File: src/cdhap_pkg.sv
package cdhap_pkg;

    // Widths and counts
    localparam int unsigned CDHAP_PAR_W = 6;
    localparam int unsigned CDHAP_SAMPLE_W = 16;
    localparam int unsigned CDHAP_NUM_VOL = 19;
    localparam int unsigned CDHAP_FIFO_DEPTH = 4;

    // Volume word fields
    localparam int unsigned CDHAP_MUTE_POS = 5;
    localparam int unsigned CDHAP_GAIN_W = 5;
    localparam logic [5:0] CDHAP_VOL_RESET = 6'h20;
    localparam logic [4:0] CDHAP_ADDR_MAX = 5'h12;

    // Serial timing: bit clock is the master clock divided by eight
    localparam int unsigned CDHAP_BCLK_DIV = 8;
    localparam int unsigned CDHAP_BCLK_HALF = CDHAP_BCLK_DIV / 2;
    localparam int unsigned CDHAP_BITS_PER_HALF = 16;
    localparam logic [2:0] CDHAP_DIV_RESET = 3'h0;
    localparam logic [3:0] CDHAP_BIT_RESET = 4'h0;
    // Pin filter after reset: host strobes idle high, data, serial and test pins low
    localparam logic [12:0] CDHAP_PIN_RESET = 13'h1e00;

    typedef struct packed {
        logic mute_bit;
        logic [CDHAP_GAIN_W-1:0] gain_code;
    } cdhap_vol_s;

    typedef struct packed {
        logic [CDHAP_SAMPLE_W-1:0] left;
        logic [CDHAP_SAMPLE_W-1:0] right;
    } cdhap_frame_s;

endpackage : cdhap_pkg

File: src/cdhap_fifo.sv
module cdhap_fifo
    import cdhap_pkg::*;
#(
    parameter int unsigned WIDTH = 32,
    parameter int unsigned DEPTH = 4
) (
    // Clock and reset
    input wire logic i_core_clk,
    input wire logic i_nrst,
    // Fill side
    input wire logic i_in_valid,
    output logic o_in_ready,
    input wire logic [WIDTH-1:0] i_in_data,
    // Drain side
    output logic o_out_valid,
    input wire logic i_out_ready,
    output logic [WIDTH-1:0] o_out_data
);
    localparam int unsigned AW = (DEPTH > 1) ? $clog2(DEPTH) : 1;

    logic [WIDTH-1:0] mem [DEPTH];
    logic [AW-1:0] wr_ptr, next_wr_ptr, rd_ptr, next_rd_ptr;
    logic [AW:0] count, next_count;
    logic [WIDTH-1:0] out_data, next_out_data;
    logic out_valid, next_out_valid;
    logic push, pop;

    // Read data sits in a register; one word is held in it besides the array
    always_comb begin
        pop = (count != '0) && (!out_valid || i_out_ready);
        push = i_in_valid && (count != (AW+1)'(DEPTH));
        next_wr_ptr = push ? ((wr_ptr == AW'(DEPTH - 1)) ? '0 : wr_ptr + 1'b1) : wr_ptr;
        next_rd_ptr = pop ? ((rd_ptr == AW'(DEPTH - 1)) ? '0 : rd_ptr + 1'b1) : rd_ptr;
        next_count = count + (AW+1)'(push) - (AW+1)'(pop);
        next_out_data = pop ? mem[rd_ptr] : out_data;
        next_out_valid = pop ? 1'b1 : (i_out_ready ? 1'b0 : out_valid);
    end

    always_ff @(posedge i_core_clk) begin
        if (!i_nrst) begin
            wr_ptr <= '0;
            rd_ptr <= '0;
            count <= '0;
            out_valid <= 1'b0;
            out_data <= '0;
        end else begin
            wr_ptr <= next_wr_ptr;
            rd_ptr <= next_rd_ptr;
            count <= next_count;
            out_valid <= next_out_valid;
            out_data <= next_out_data;
        end
    end

    always_ff @(posedge i_core_clk) begin
        if (push) begin
            mem[wr_ptr] <= i_in_data;
        end
    end

    assign o_in_ready = (count != (AW+1)'(DEPTH));
    assign o_out_valid = out_valid;
    assign o_out_data = out_data;

endmodule : cdhap_fifo

File: src/cdhap_top.sv
// Summary of operation
// - Transceiver direction high while data pins are inputs, low while driving.
// - Transceiver enable low whenever data input on the pins is enabled.
// - Chip select active low; when high, pins float and strobes are ignored.
// - Register select low picks address register, high picks addressed data register.
// - Device stays powered down while reset is held low.
// - Frame clock low during left channel, high during right channel.
// - Bit clock is the master clock divided by eight.
// - Serial input bits follow the bit clock, two's complement, MSB first.
// - Serial output shifts samples with the bit clock, two's complement, MSB first.
// - Each channel sample is 16 bits wide.
// - Parallel port carries 6-bit addresses and volume settings on one set of pins.
// - Each volume offers 0 to -46.5 dB in 1.5 dB steps plus mute.
// - Top bit forces mute; else low five bits give 1.5 dB times n attenuation.
// - After reset every volume register is mute.
// - Address register selects one of nineteen volume registers, 0 through 18.
module cdhap_top
    import cdhap_pkg::*;
(
    // Clock and reset
    input wire logic i_core_clk,
    input wire logic i_nrst,
    // Parallel host port
    input wire logic i_chip_select_n,
    input wire logic i_write_strobe_n,
    input wire logic i_read_strobe_n,
    input wire logic i_reg_select,
    input wire logic [CDHAP_PAR_W-1:0] i_parallel_data_bus,
    output logic [CDHAP_PAR_W-1:0] o_parallel_data_bus,
    output logic o_parallel_data_bus_oe,
    output logic o_xcvr_dir_out,
    output logic o_xcvr_enable_n,
    // Test and power
    input wire logic i_test_mode_a,
    input wire logic i_test_mode_b,
    output logic o_power_down,
    output logic o_test_mode,
    // Volume settings to the analog mixers
    output logic [CDHAP_NUM_VOL*CDHAP_PAR_W-1:0] o_volume,
    // Serial audio port
    output logic o_bclk,
    output logic o_lrclk,
    input wire logic i_serial_in,
    output logic o_serial_out,
    // Converter sample streams
    output logic o_rx_valid,
    output cdhap_frame_s o_rx_frame,
    input wire logic i_tx_valid,
    output logic o_tx_ready,
    input wire cdhap_frame_s i_tx_frame
);

    // Pin synchronisers: stage 1 feeds only stage 2; changes count when 2 and 3 agree
    localparam int unsigned NSYNC = 4 + CDHAP_PAR_W + 1 + 2;
    logic [NSYNC-1:0] pin_raw, sync1, sync2, sync3, pin_stable;
    assign pin_raw = {i_chip_select_n, i_write_strobe_n, i_read_strobe_n, i_reg_select,
                      i_parallel_data_bus, i_serial_in, i_test_mode_a, i_test_mode_b};

    always_ff @(posedge i_core_clk) begin
        sync1 <= pin_raw;
        sync2 <= sync1;
        sync3 <= sync2;
    end

    logic [NSYNC-1:0] next_pin_stable;
    always_comb begin
        for (int i = 0; i < NSYNC; i++) begin
            next_pin_stable[i] = (sync2[i] == sync3[i]) ? sync3[i] : pin_stable[i];
        end
    end

    always_ff @(posedge i_core_clk) begin
        if (!i_nrst) begin
            pin_stable <= CDHAP_PIN_RESET;
        end else begin
            pin_stable <= next_pin_stable;
        end
    end

    logic cs_n, wr_n, rd_n, sel, ser_in;
    logic tma, tmb;
    logic [CDHAP_PAR_W-1:0] pdata;
    assign {cs_n, wr_n, rd_n, sel, pdata, ser_in, tma, tmb} = pin_stable;

    // Host port state
    logic [CDHAP_PAR_W-1:0] vol [CDHAP_NUM_VOL];
    logic [CDHAP_PAR_W-1:0] next_vol [CDHAP_NUM_VOL];
    logic [CDHAP_PAR_W-1:0] addr, next_addr;
    logic wr_d, next_wr_d;
    logic [CDHAP_PAR_W-1:0] pout, next_pout;
    logic poe, next_poe;
    logic dir, next_dir, en_n, next_en_n;
    logic wr_fall;

    always_comb begin
        next_wr_d = wr_n;
        // Strobes count only while selected; write on falling edge
        wr_fall = !cs_n && wr_d && !wr_n;
        next_addr = addr;
        for (int i = 0; i < CDHAP_NUM_VOL; i++) begin
            next_vol[i] = vol[i];
        end
        if (wr_fall) begin
            if (!sel) begin
                next_addr = pdata;
            end else if (addr <= CDHAP_PAR_W'(CDHAP_ADDR_MAX)) begin
                // Writes to unmapped addresses are dropped
                next_vol[addr[4:0]] = pdata;
            end
        end
        // Drive pins only on a selected data read; avoid contention on address reads
        next_poe = !cs_n && !rd_n && wr_n && sel;
        next_pout = (addr <= CDHAP_PAR_W'(CDHAP_ADDR_MAX)) ? vol[addr[4:0]] : '0;
        next_dir = !next_poe;
        next_en_n = !(!cs_n && !next_poe);
    end

    always_ff @(posedge i_core_clk) begin
        if (!i_nrst) begin
            addr <= '0;
            wr_d <= 1'b1;
            pout <= '0;
            poe <= 1'b0;
            dir <= 1'b1;
            en_n <= 1'b1;
            for (int i = 0; i < CDHAP_NUM_VOL; i++) begin
                vol[i] <= CDHAP_VOL_RESET;
            end
        end else begin
            addr <= next_addr;
            wr_d <= next_wr_d;
            pout <= next_pout;
            poe <= next_poe;
            dir <= next_dir;
            en_n <= next_en_n;
            for (int i = 0; i < CDHAP_NUM_VOL; i++) begin
                vol[i] <= next_vol[i];
            end
        end
    end

    // Volume outputs: a set top bit overrides any gain code
    logic [CDHAP_NUM_VOL*CDHAP_PAR_W-1:0] vol_out, next_vol_out;
    always_comb begin
        for (int i = 0; i < CDHAP_NUM_VOL; i++) begin
            next_vol_out[i*CDHAP_PAR_W +: CDHAP_PAR_W] =
                next_vol[i][CDHAP_MUTE_POS] ? CDHAP_VOL_RESET : next_vol[i];
        end
    end

    // Power-down and test mode flags
    logic pd, next_pd, tm, next_tm;
    always_comb begin
        next_pd = 1'b0;
        // Test pins share the host pin synchroniser
        next_tm = tma || tmb;
    end

    always_ff @(posedge i_core_clk) begin
        if (!i_nrst) begin
            vol_out <= {CDHAP_NUM_VOL{CDHAP_VOL_RESET}};
            pd <= 1'b1;
            tm <= 1'b0;
        end else begin
            vol_out <= next_vol_out;
            pd <= next_pd;
            tm <= next_tm;
        end
    end

    // Serial audio timing
    logic [2:0] div, next_div;
    logic [3:0] bitn, next_bitn;
    logic bclk, next_bclk, lr, next_lr;
    logic bclk_fall, bclk_rise;
    // Input sampled late in the bit: the pin synchroniser costs four clocks
    logic rx_take;
    logic [CDHAP_SAMPLE_W-1:0] tx_sh, next_tx_sh, rx_sh, next_rx_sh;
    logic [CDHAP_SAMPLE_W-1:0] rx_left, next_rx_left;
    cdhap_frame_s tx_hold, next_tx_hold, rx_frame, next_rx_frame;
    logic rx_valid, next_rx_valid, so, next_so;
    logic fifo_out_valid, fifo_pop;
    cdhap_frame_s fifo_out;

    cdhap_fifo #(
        .WIDTH(2 * CDHAP_SAMPLE_W),
        .DEPTH(CDHAP_FIFO_DEPTH)
    ) u_tx_fifo (
        .i_core_clk(i_core_clk),
        .i_nrst(i_nrst),
        .i_in_valid(i_tx_valid),
        .o_in_ready(),
        .i_in_data(i_tx_frame),
        .o_out_valid(fifo_out_valid),
        .i_out_ready(fifo_pop),
        .o_out_data(fifo_out)
    );

    // Ready mirrored through a flop: the FIFO accepts only while not full
    logic tx_ready, next_tx_ready;
    logic [2:0] fill, next_fill;

    always_comb begin
        next_div = div + 3'h1;
        bclk_rise = (div == 3'(CDHAP_BCLK_HALF - 1));
        bclk_fall = (div == 3'(CDHAP_BCLK_DIV - 1));
        rx_take = (div == 3'(CDHAP_BCLK_DIV - 2));
        next_bclk = bclk_rise ? 1'b1 : (bclk_fall ? 1'b0 : bclk);
        next_bitn = bitn;
        next_lr = lr;
        next_tx_sh = tx_sh;
        next_rx_sh = rx_sh;
        next_rx_left = rx_left;
        next_tx_hold = tx_hold;
        next_rx_frame = rx_frame;
        next_rx_valid = 1'b0;
        next_so = so;
        fifo_pop = 1'b0;
        if (rx_take) begin
            next_rx_sh = {rx_sh[CDHAP_SAMPLE_W-2:0], ser_in};
        end
        if (bclk_fall) begin
            next_bitn = bitn + 4'h1;
            if (bitn == 4'(CDHAP_BITS_PER_HALF - 1)) begin
                next_lr = !lr;
                if (!lr) begin
                    next_rx_left = rx_sh;
                    next_tx_sh = tx_hold.right;
                end else begin
                    next_rx_frame = '{left: rx_left, right: rx_sh};
                    next_rx_valid = 1'b1;
                    // Underrun repeats silence rather than stalling the frame clock
                    fifo_pop = fifo_out_valid;
                    next_tx_hold = fifo_out_valid ? fifo_out : '0;
                    next_tx_sh = fifo_out_valid ? fifo_out.left : '0;
                end
                next_so = next_tx_sh[CDHAP_SAMPLE_W-1];
                next_tx_sh = {next_tx_sh[CDHAP_SAMPLE_W-2:0], 1'b0};
            end else begin
                next_so = tx_sh[CDHAP_SAMPLE_W-1];
                next_tx_sh = {tx_sh[CDHAP_SAMPLE_W-2:0], 1'b0};
            end
        end
        next_fill = fill + 3'(i_tx_valid && tx_ready) - 3'(fifo_pop);
        next_tx_ready = (next_fill < 3'(CDHAP_FIFO_DEPTH + 1));
    end

    always_ff @(posedge i_core_clk) begin
        if (!i_nrst) begin
            div <= CDHAP_DIV_RESET;
            bitn <= CDHAP_BIT_RESET;
            bclk <= 1'b0;
            lr <= 1'b0;
            tx_sh <= '0;
            rx_sh <= '0;
            rx_left <= '0;
            tx_hold <= '0;
            rx_frame <= '0;
            rx_valid <= 1'b0;
            so <= 1'b0;
            fill <= 3'h0;
            tx_ready <= 1'b1;
        end else begin
            div <= next_div;
            bitn <= next_bitn;
            bclk <= next_bclk;
            lr <= next_lr;
            tx_sh <= next_tx_sh;
            rx_sh <= next_rx_sh;
            rx_left <= next_rx_left;
            tx_hold <= next_tx_hold;
            rx_frame <= next_rx_frame;
            rx_valid <= next_rx_valid;
            so <= next_so;
            fill <= next_fill;
            tx_ready <= next_tx_ready;
        end
    end

    assign o_parallel_data_bus = pout;
    assign o_parallel_data_bus_oe = poe;
    assign o_xcvr_dir_out = dir;
    assign o_xcvr_enable_n = en_n;
    assign o_power_down = pd;
    assign o_test_mode = tm;
    assign o_volume = vol_out;
    assign o_bclk = bclk;
    assign o_lrclk = lr;
    assign o_serial_out = so;
    assign o_rx_valid = rx_valid;
    assign o_rx_frame = rx_frame;
    assign o_tx_ready = tx_ready;

endmodule : cdhap_top

File: config.mk
export PLATFORM = sky130hd
export DESIGN_NAME = cdhap_top
export DESIGN_NICKNAME = d
export VERILOG_FILES = /design/src/cdhap_pkg.sv /design/src/cdhap_fifo.sv /design/src/cdhap_top.sv
export SDC_FILE = /design/constraint.sdc
export NUM_CORES = 1
export LEC_CHECK = 0
export ABC_AREA = 1
export BUFFER_PORTS_ARGS = -buffer_cell sky130_fd_sc_hd__buf_4
export CAP_MARGIN = 30
export CELL_PAD_IN_SITES_DETAIL_PLACEMENT = 0
export CELL_PAD_IN_SITES_GLOBAL_PLACEMENT = 1
export CORE_ASPECT_RATIO = 0.8
export CORE_UTILIZATION = 48
export CTS_CLUSTER_DIAMETER = 120
export DETAILED_ROUTE_END_ITERATION = 8
export GPL_TIMING_DRIVEN = 0
export HOLD_SLACK_MARGIN = 0.05
export PLACE_DENSITY = 0.82
export SLEW_MARGIN = 5
export SYNTH_ARGS = -nofsm -noshare
export SYNTH_HDL_FRONTEND = slang
export SYNTH_SLANG_ARGS = --single-unit
File: constraint.sdc
create_clock -name i_core_clk -period 5.15 [get_ports i_core_clk]
set_input_delay 1.545 -clock i_core_clk [delete_from_list [all_inputs] [get_ports i_core_clk]]
set_output_delay 1.545 -clock i_core_clk [all_outputs]
set_load 0.03 [all_outputs]
**Yosys cells after proc, flatten, opt, wreduce, memory -nomap -nowiden**

Memory sizes are Yosys's and may differ from the RTL's. A register that Yosys moved wholly into a read port is not among the register bits.
Cells that the tools add are included.

- Flip-flop bits (word level): 297
- Output and inout port bits: 162
- Input bits: 48
- Bits in writable memories: 242
- Memories kept: 2

Memory list:

| memory | words | bits a word | rd ports | clocked after memory_dff | wr ports | RTL line | text |
|---|---|---|---|---|---|---|---|
| u_tx_fifo.mem | 4 | 32 | 1 | 1 | 1 | cdhap_fifo.sv:21 | `logic [WIDTH-1:0] mem [DEPTH];` |
| vol | 19 | 6 | 20 | 1 | 19 | cdhap_top.sv:86 | `logic [CDHAP_PAR_W-1:0] vol [CDHAP_NUM_VOL];` |

- Order comparisons: 4
- Bitwise gates (word level): 23
- Equality and inequality tests: 20
- Reductions and logical operators: 49
- Muxes and demuxes: 63
- Add/subtract/negate cells: 8

Operator list:

| cell | number |
|---|---|
| $mux W114 | 3 |
| $mux W6 | 39 |
| $bwmux W114 | 1 |
| $mux W16 | 4 |
| $reduce_or A2 Y1 | 19 |
| $demux W6 S5 | 1 |
| $or A1 B1 Y1 | 19 |
| $eq A1 B1 Y1 | 13 |
| $mux W1 | 13 |
| $logic_and A1 B1 Y1 | 10 |
| $logic_not A1 Y1 | 9 |
| $reduce_and A3 Y1 | 3 |
| $add A3 B1 Y3 | 2 |
| $eq A3 B3 Y1 const B | 2 |
| $ge A6 B6 Y1 const B | 1 |
| $le A6 B5 Y1 const B | 1 |
| $lt A6 B1 Y1 const B | 1 |
| $not A5 Y6 | 1 |
| $reduce_and A2 Y1 | 3 |
| $sub A3 B1 Y3 | 2 |
| $add A2 B1 Y2 const B | 2 |
| $add A4 B1 Y4 const B | 1 |
| $eq A2 B2 Y1 const B | 2 |
| $eq A4 B4 Y1 const B | 1 |
| other kinds (9) | 14 |

**Longest topological paths before layout**

Gate-level depths: netlist of run 1.

- Depth after elaboration: 10
- Gate-level depth with buffers: 16
- Mapped depth without buffers: 15

**Hierarchy**

Synthesis of run 1 repeated with hierarchy kept, for this count alone.

- Cells, all modules: 2,478
- Area, all modules: 21,060.2 um2

By module, submodules not included:

| module | area each (um2) | times used | cells each |
|---|---|---|---|
| cdhap_top | 13,878.3 | 1 | 1,707 |
| cdhap_fifo | 7,181.9 | 1 | 771 |

**Worst setup path before layout of run 1**

No wires, ideal clock.

- Kind: input to register
- Start point: in i_tx_valid
- End point: mem u_tx_fifo.mem[0][0] (enable)
- Path buffers: 0
- Library setup time: 0.421 ns
- Slack: 1.649 ns
- Cell stages on the path: 2
- Arrival: 3.080 ns
- Data required time: 4.729 ns
- Path through: o31ai_1 -> nor2_1

- Cells in the longest elaborated chain, start to end: 3

RTL lines:

| item | RTL line | text |
|---|---|---|
| start, declared | cdhap_top.sv:48 | `input wire logic i_tx_valid,` |
| $logic_and A1 B1 Y1 | cdhap_fifo.sv:31 | `push = i_in_valid && (count != (AW+1)'(DEPTH));` |
| $mux W1 | cdhap_fifo.sv:56 | `if (push) begin` |
| $mux W1 (not written as such) | cdhap_fifo.sv:57 | `mem[wr_ptr] <= i_in_data;` |
| end, declared | cdhap_fifo.sv:21 |  |

Every way passes these cells.

**Worst setup path after layout of run 1**

- Start point: reg div[0]
- End point: reg tx_ready, in the netlist o_tx_ready

- Cells in the longest elaborated chain, start to end: 4

RTL lines:

| item | RTL line | text |
|---|---|---|
| start, declared | cdhap_top.sv:172 | `logic [2:0] div, next_div;` |
| start signal, assigned | cdhap_top.sv:264 | `div <= next_div;` |
| $eq A3 B3 Y1 | cdhap_top.sv:206 | `bclk_fall = (div == 3'(CDHAP_BCLK_DIV - 1));` |
| $mux W1 | cdhap_top.sv:222 | `if (bclk_fall) begin` |
| $sub A3 B1 Y3 | cdhap_top.sv:244 | `next_fill = fill + 3'(i_tx_valid && tx_ready) - 3'(fifo_pop);` |
| $lt A3 B3 Y1 | cdhap_top.sv:245 | `next_tx_ready = (next_fill < 3'(CDHAP_FIFO_DEPTH + 1));` |
| end signal, assigned | cdhap_top.sv:276 | `tx_ready <= next_tx_ready;` |
| end, declared | cdhap_top.sv:200 | `logic tx_ready, next_tx_ready;` |

Every way passes these cells.
A chain may end at the register's enable or synchronous reset.

==> run metrics, run 1 <==
CP Launch Point div[0]$_SDFF_PN0_; crit path DAT 3.93 ns; worst slew pin tran 1.03 ns; Port Buf Inserts 208; # rows 68; Worst Path Max Fanout 10; routed wire length 59,200 um; total clock sinks 557; Synth Instances 2,455; Slew Limit Fails 0; Tot GR Track Use 0.263; Nets 2,788; slowest CP cell dfxtp_1; syn_nets 2,520; Vias/cell 5.29; clk buf depth 3; crit path launch type flop; vias in the first global route 16,500; Hold Crit Start sync1[6]$_DFF_P_; RSZ-0062 raised after global routing false; Slew headroom 0.315; Critical Path End Type flop; Syn Std Cell Area 0.0211 sq mm; largest net degree at the start of global routing 28; final core occ 0.583; post-CTS setup buffers 0; CP most frequent cell ha_1; average wire per standard cell 17.8 um; CTS tree done; Leak 10.4 nW; core area 0.0432 sq mm; ANT cells 0; Fmax 0.291 GHz; first-pass GRT wire length 91,500 um; initial antenna violation count 1; Clock transition at path regs 0.06 ns; post-route design area 0.0252 sq mm; Reg2Reg Depth 16; Yosys warnings 0; cell taking the most area after synthesis dfxtp_1; Max rail drop VDD 0.365 mV; clock root buffer clkbuf_16; Yosys top cell area share 0.408; status completed; min Tclk post-route 3.44 ns; post-synthesis async set-or-reset flop share 0; share of cells above drive strength 1 0.147; # setup viols final 0; post_cts resized 0; RR Endpoint o_tx_ready$_SDFF_PN1_; reg2reg start div[0]$_SDFF_PN0_; initial core utilization 0.487; vias 17,600; die area 0.0447 sq mm; Synth area leaders dfxtp_1 (41%), edfxtp_1 (18%), nor2_1 (8.8%); GR Overflow Total 0; Post-Route Skew 0.0148 ns; crit-path cells ha_1 > ha_1 > inv_2 > nor2_2 > inv_1 > nor2_2 > buf_2 > ha_1 > inv_1 > ha_1 > inv_1 > fa_1 > xor2_1 > o21ai_0 > a21oi_1 > o21ai_0; top cells by count, synth nor2_1 (495), nand2_1 (478), dfxtp_1 (429); fin crit share 0.668; Hold-fix buffers, CTS 0; DRT Pass-1 Iters 6; Ports 210; Layout Area Growth over Synthesis 19.6%; post-synthesis cell type count 38; post-DP HPWL 42,000 um; PD cells 406 mW/mm^2; DRC 0; Skew-Pair Late Insertion Delay 0.61 ns; H-tree depth 2; Post-synth EDFFs 128; Seq/Total Area, Yosys 0.590; Post-DP Area 0.0234 sq mm; min-delay worst type reg -> reg; Reg2Reg Setup Slack 1.71 ns; CTS Buf Count 53; Max-Cap Viols 0; Crit path largest cell delay 0.39 ns; Initial DRC Count 1,364; chip width 236 um; crit path capture o_tx_ready$_SDFF_PN1_; Detail Route Antenna Nets 0; endpoints failing hold 0; final RePlAce weighted congestion 0.932; setup TNS 0 ns; data required time of the worst path 5.64 ns; register bit count reported by yosys 557; Die H 189 um; syn avg cell area 8.58 sq um; Fill cells 3,932; ys flop type dfxtp_1; top-count cell post-synth nor2_1; Crit Path Category reg -> reg
## worst max-delay path, delay by kind of cell (launching register included)
| kind | cells | cell delay, ns |
|---|---|---|
| fa+ha+maj | 5 | 1.19 |
| flops | 1 | 0.39 |
| xor+xnor | 1 | 0.17 |
| compound gates | 3 | 0.38 |
| simple gates | 2 | 0.54 |
| buf+inv | 5 | 0.63 |
## cell families (layout without fill, tap and decap cells)
kind of cell	Yosys count	count (layout)	share of synthesized area
AND/OR/NAND/NOR	1245	1245	0.256
flip-flops	557	557	0.590
buffers and inverters	334	644	0.0667
AO/OA/AOI/OAI	298	298	0.0739
adder cells (fa/ha/maj)	19	19	0.0118
XOR/XNOR	2	2	0.000832
## cell usage in the layout, fill, tap and decap left out, types with 5 or more instances in the layout
master / instances
ha_1: 15
clkinv_2: 11
inv_1: 172
o211ai_1: 10
bufinv_16: 6
buf_6: 5
nor2_2: 12
nand4_1: 122
dfxtp_1: 429
clkbuf_1: 97
nor2_4: 6
o21ai_0: 240
nand2_1: 478
buf_2: 21
a21oi_1: 33
nand3_2: 35
nand3_1: 93
clkbuf_16: 53
inv_2: 5
clkinv_1: 12
buf_1: 16
a22oi_1: 8
edfxtp_1: 128
buf_4: 231
nor2_1: 491
## layer usage
metal / GRT usage / share of wire / vias to the layer above
met1: 0.396 / 0.48 / 8277
met2: 0.377 / 0.41 / 664
met5: 0 / 0.00027 / -
met4: 0.0764 / 0.021 / 2
met3: 0.0535 / 0.081 / 96
li1: - / - / 8552
## power breakdown
group | internal, W | leakage [nW] | switching (W)
Clock | 0.00225 | 0.851 | 0.00167
Sequential | 0.00476 | 4.66 | 0.000151
Combinational | 0.000418 | 4.88 | 0.000962
Total | 0.00743 | 10.4 | 0.00279
## registers in the layout, indices dropped and copies added, names as in the netlist, 15 cells and up
register and cells:
tx_hold 16, o_volume 113, u_tx_fifo.mem 128, rx_left 16, vol 96, o_rx_frame 32, rx_sh 16, u_tx_fifo.o_out_data 32
tx_sh 15
## through the flow
step                      setup slack, ns  std cells  total power [W]  hold slack [ns]
after floorplan                      1.65       2455          0.00583            0.310
after global placement              0.211       3223          0.00631            0.313
after detailed placement             1.43       3227          0.00637            0.314
after CTS                            1.75       3324           0.0103            0.329
after global routing                 1.40       3325           0.0107            0.334
final                                1.71       3325           0.0102            0.328
## worst min-delay path by stage
| stage | end | slack, ns | depth (start not counted) |
|---|---|---|---|
| after global placement | sync2[11]$_DFF_P_ | 0.31 | 0 |
| after global routing | sync2[6]$_DFF_P_ | 0.33 | 0 |
| final | sync2[6]$_DFF_P_ | 0.33 | 0 |
| after CTS | sync2[2]$_DFF_P_ | 0.33 | 0 |
| after floorplan | sync2[0]$_DFF_P_ | 0.31 | 0 |
| after detailed placement | sync2[6]$_DFF_P_ | 0.31 | 0 |
## area by class of cell
class | count | area (sq um) | area share
sequential | 557 | 12400 | 0.493
multi-input combinational | 1564 | 7250 | 0.288
timing repair buffer | 213 | 1660 | 0.0658
clock buffer | 68 | 1420 | 0.0565
buffer | 150 | 709 | 0.0282
tap | 560 | 701 | 0.0278
inverter | 184 | 696 | 0.0276
clock inverter | 29 | 322 | 0.0128
Power figures use the tool's default switching activity.
==> run 2: changes to the inputs <==
- CORE_UTILIZATION: 48 -> 40
- PLACE_DENSITY: 0.82 -> 0.72
- clock period: 5.15 -> 2.9 ns (I/O delays scaled with it)
==> run 2 against run 1 <==
Combinational power grew 80%. Global-route usage fell by 3.8 points. Wire length increased by 2.6%. Cell count grew 4.1%. Sequential power is 78% higher. Via count is 2.0% lower. Critical path depth is 1 lower. Clock power up 93%. Die area increased by 20%. Non-clock buffer count increased by 5. Setup slack got worse by 1.6 ns. Critical path type unchanged. Critical endpoint is now u_tx_fifo.count[2]$_SDFF_PN0_. Largest cell class unchanged.
==> run metrics, run 2 (synthesis results as in run 1) <==
clk buf depth 3; Initial DRC Count 1,302; final RePlAce weighted congestion 0.884; Gate power share 0.132; total clock sinks 557; clock root buffer clkbuf_16; Fill cells 5,029; largest net degree at the start of global routing 27; crit path DAT 3.32 ns; Psw 0.00510 W; core area 0.0515 sq mm; Port Buf Inserts 208; area of the multi-input gates 0.00731 sq mm; cell family with most CP delay adder cells; WHS 0.326 ns; min-delay worst type reg -> reg; Detail Route Antenna Nets 0; H-tree depth 2; Ports 210; endpoints failing hold 0; chip width 259 um; data required time of the worst path 3.43 ns; routed wire length 60,700 um; Reg2Reg Setup Slack 0.11 ns; # rows 74; Crit path largest cell delay 0.38 ns; Clock transition at path regs 0.06 ns; initial core utilization 0.409; crit-path cells ha_2 > ha_4 > inv_4 > nor2_4 > nand2_1 > nand2_1 > nand2_4 > inv_2 > buf_6 > ha_1 > inv_1 > ha_1 > fa_1 > or2_2 > a21oi_1; die area 0.0536 sq mm; Leak 10.5 nW; Reg power frac 0.464; Vias/cell 4.98; Max-Cap Viols 0; Slew headroom 0.350; vias in the first global route 16,400; CTS Buf Count 56; status completed; most common cell after layout, fill and taps aside nor2_1; first-pass GRT wire length 93,900 um; Skew-Pair Late Insertion Delay 0.62 ns; internal power 0.0137 W; commonest non-fill, non-tap cells in the layout nor2_1 (491), nand2_1 (477), dfxtp_1 (425), o21ai_0 (239), buf_4 (235); slowest CP cell fa_1; share of cells above drive strength 1 0.158; post-DP HPWL 43,400 um; worst path bufs/invs 4; DRT Pass-1 Iters 5; vias 17,200; Post-Route Skew 0.0189 ns; average wire per standard cell 17.5 um; Critical Path End Type flop; ANT cells 0; min Tclk post-route 2.79 ns; CTS tree done; initial antenna violation count 2; Fmax 0.358 GHz; register area 0.0124 sq mm; Die H 207 um; Hold-fix buffers, CTS 0; PD cells 732 mW/mm^2; Max rail drop VDD 0.572 mV; # setup viols final 0; Layout Area Growth over Synthesis 22.0%; Nets 2,796; max FFs per register 128; worst slew pin tran 0.975 ns; Tot GR Track Use 0.225; crit path launch type flop; Worst Path Max Fanout 10; Final Power 0.0188 W; GR Overflow Total 0; Slew Limit Fails 0; DRC 0; Crit Path Category reg -> reg; Biggest register u_tx_fifo.mem; fin crit share 0.962; sw frac 0.271; Clock Power Share 0.404
## run 2: area by class of cell
cell class / count / share of cell area
multi-input cells: 1564 / 0.284
repair buffers: 218 / 0.0657
well taps: 684 / 0.0333
clock inverters: 27 / 0.0119
plain buffers: 150 / 0.0282
flip-flops and latches: 557 / 0.484
inverters: 184 / 0.0272
clock buffers: 77 / 0.0651
## run 2: metal layers
metal | track usage | part of all wire
met4 | 0.0575 | 0.018
met2 | 0.321 | 0.41
met5 | 0 | 0.00046
met3 | 0.0437 | 0.072
met1 | 0.344 | 0.50
## run 2: timing repair
item	in CTS	in global routing
setup buffers	3	2
setup endpoints to repair	5	3
resized for setup	10	11
pin swaps	2	1
## run 2: path summary, 6_finish.rpt
| path | start | endpoint | cells after the start |
|---|---|---|---|
| min | sync1[3]$_DFF_P_ | sync2[3]$_DFF_P_ | 0 |
| max reg2reg | div[0]$_SDFF_PN0_ | u_tx_fifo.count[2]$_SDFF_PN0_ | 15 |
| min reg2reg | sync1[3]$_DFF_P_ | sync2[3]$_DFF_P_ | 0 |
| max | div[0]$_SDFF_PN0_ | u_tx_fifo.count[2]$_SDFF_PN0_ | 15 |
## run 2: power groups by stage
stage,Sequential [W],Clock [W],Combinational [W]
2_1_floorplan,0.00880,0,0.00155
3_3_place_gp,0.00890,0,0.00236
3_5_place_dp,0.00889,0,0.00245
4_1_cts,0.00872,0.00775,0.00249
5_1_grt,0.00878,0.00805,0.00283
6_report,0.00873,0.00758,0.00248
## run 2: metrics by stage
| stage | TNS (ns) | instances | area (sq um) | utilization | setup slack [ns] |
|---|---|---|---|---|---|
| detailed placement | -2.84 | 3351 | 23600 | 0.458 | -0.499 |
| global placement | -162.22 | 3347 | 23500 | 0.456 | -1.31 |
| finish | 0 | 3461 | 25700 | 0.499 | 0.110 |
| CTS | 0 | 3458 | 25600 | 0.498 | 0.0158 |
| global route | -0.0120 | 3461 | 25700 | 0.499 | -0.0120 |
| floorplan | 0 | 2455 | 21100 | - | 0.0743 |
==> run 3: changes to the inputs <==
- CORE_UTILIZATION: 40 -> 48
- GPL_TIMING_DRIVEN: 0 -> unset
- PLACE_DENSITY: 0.72 -> 0.82
- clock period: 2.9 -> 3.5 ns (I/O delays scaled with it)
==> run 3 against run 2 <==
Critical path depth shrank 1. First-iteration DRC count grew 2.9%. Design area shrank 3.3%. Sequential cell count is the same. Largest cell class unchanged. Largest power group unchanged. Highest routed layer unchanged.
==> run metrics, run 3 (synthesis results as in run 1) <==
# setup viols final 0; ANT cells 0; max FFs per register 128; clk buf depth 3; Fmax 0.350 GHz; commonest non-fill, non-tap cells in the layout nor2_1 (491), nand2_1 (478), dfxtp_1 (427), o21ai_0 (240), buf_4 (236); Fill cells 3,914; chip width 236 um; RSZ-0062 raised after global routing false; register area 0.0124 sq mm; initial antenna violation count 1; average wire per standard cell 16.6 um; status completed; vias in the first global route 15,500; data required time of the worst path 3.98 ns; Detail Route Antenna Nets 0; Hold-fix buffers, CTS 0; clock root buffer clkbuf_16; Gate power share 0.122; Port Buf Inserts 209; Post-DP Area 0.0229 sq mm; GR Overflow Total 0; worst slew pin tran 0.984 ns; die area 0.0447 sq mm; routed wire length 53,300 um; Slew headroom 0.340; first-pass GRT wire length 84,400 um; H-tree depth 2; Reg power frac 0.483; Skew-Pair Late Insertion Delay 0.61 ns; Ports 210; Slew Limit Fails 0; Crit Path Category reg -> reg; Tot GR Track Use 0.237; post-route design area 0.0248 sq mm; setup TNS 0 ns; Vias/cell 5.19; area of the multi-input gates 0.00723 sq mm; core area 0.0432 sq mm; crit path launch type flop; DRC 0; Initial DRC Count 1,340; Post-Route Skew 0.0198 ns; vias 16,700; final core occ 0.575; min-delay worst type reg -> reg; crit path DAT 3.34 ns; fin crit share 0.817; Clock transition at path regs 0.06 ns; endpoints failing hold 0; total clock sinks 557; post_cts resized 0; Max rail drop VDD 0.372 mV; Leak 10.3 nW; DP Worst Slack 0.622 ns; Clock Power Share 0.395; Nets 2,672; Psw 0.00394 W; Max-Cap Viols 0; Biggest register u_tx_fifo.mem; sw frac 0.265; CTS tree done; largest net degree at the start of global routing 96; Die H 189 um; Critical Path End Type flop; post-CTS setup buffers 0; # rows 68; final RePlAce weighted congestion 0.933; min Tclk post-route 2.86 ns; CTS Buf Count 55; DRT Pass-1 Iters 5; PD cells 599 mW/mm^2; most common cell after layout, fill and taps aside nor2_1; initial core utilization 0.487; WHS 0.326 ns; post-DP HPWL 34,300 um; Worst Path Max Fanout 16; Layout Area Growth over Synthesis 18.0%; Final WS setup 0.639 ns; share of cells above drive strength 1 0.151; internal power 0.0109 W
run 3: changes by cell type in the layout (fill, tap and decap cells not counted), sizes merged:
cell / delta
clkinv: +1
clkbuf: -86
inv: -1
bufinv: -2
buf: -37
run 3: metrics by stage:
stage	std cells	power, W
2_1_floorplan	2455	0.00858
3_3_place_gp	3105	0.00908
3_5_place_dp	3106	0.00915
4_1_cts	3208	0.0150
5_1_grt	3212	0.0156
6_report	3212	0.0149
run 3: layout make-up:
cell class / count / share of cell area
multi-input combinational: 1564 / 0.291
clock inverter: 25 / 0.0104
timing repair buffer: 245 / 0.0782
clock buffer: 77 / 0.0632
tap: 560 / 0.0282
inverter: 184 / 0.0281
sequential: 557 / 0.501
run 3: worst max-delay path, stage by stage (launching register included):
cell	delay, ns
dfxtp_1	0.37
ha_1	0.23
nand3_2	0.30
nor2_2	0.25
inv_1	0.09
nor2_2	0.12
ha_1	0.24
inv_1	0.05
ha_1	0.13
inv_1	0.05
fa_1	0.37
xor2_1	0.18
o21ai_0	0.10
a21oi_1	0.16
o21ai_0	0.10
run 3: path summary, 6_finish.rpt:
| check | from | to | slack, ns | depth (start not counted) |
|---|---|---|---|---|
| max reg2reg | bitn[1]$_SDFFE_PN0N_ | o_tx_ready$_SDFF_PN1_ | 0.64 | 14 |
| min | sync1[9]$_DFF_P_ | sync2[9]$_DFF_P_ | 0.33 | 0 |
| max | bitn[1]$_SDFFE_PN0N_ | o_tx_ready$_SDFF_PN1_ | 0.64 | 14 |
| min reg2reg | sync1[9]$_DFF_P_ | sync2[9]$_DFF_P_ | 0.33 | 0 |
run 3: power by group through the flow:
stage,combinational [W],clock [W],sequential [W]
after CTS,0.00183,0.00601,0.00719
after global placement,0.00177,0,0.00731
after floorplan,0.00129,0,0.00729
after global routing,0.00210,0.00628,0.00723
after detailed placement,0.00182,0,0.00733
final,0.00181,0.00587,0.00719
run 3: per-layer routing:
metal / vias up / global-route usage / wire length [um]
met4: 2 / 0.0737 / 1200
met3: 79 / 0.0518 / 3890
met1: 7789 / 0.359 / 26100
li1: 8302 / - / -
met5: - / 0 / 11
met2: 486 / 0.334 / 22000
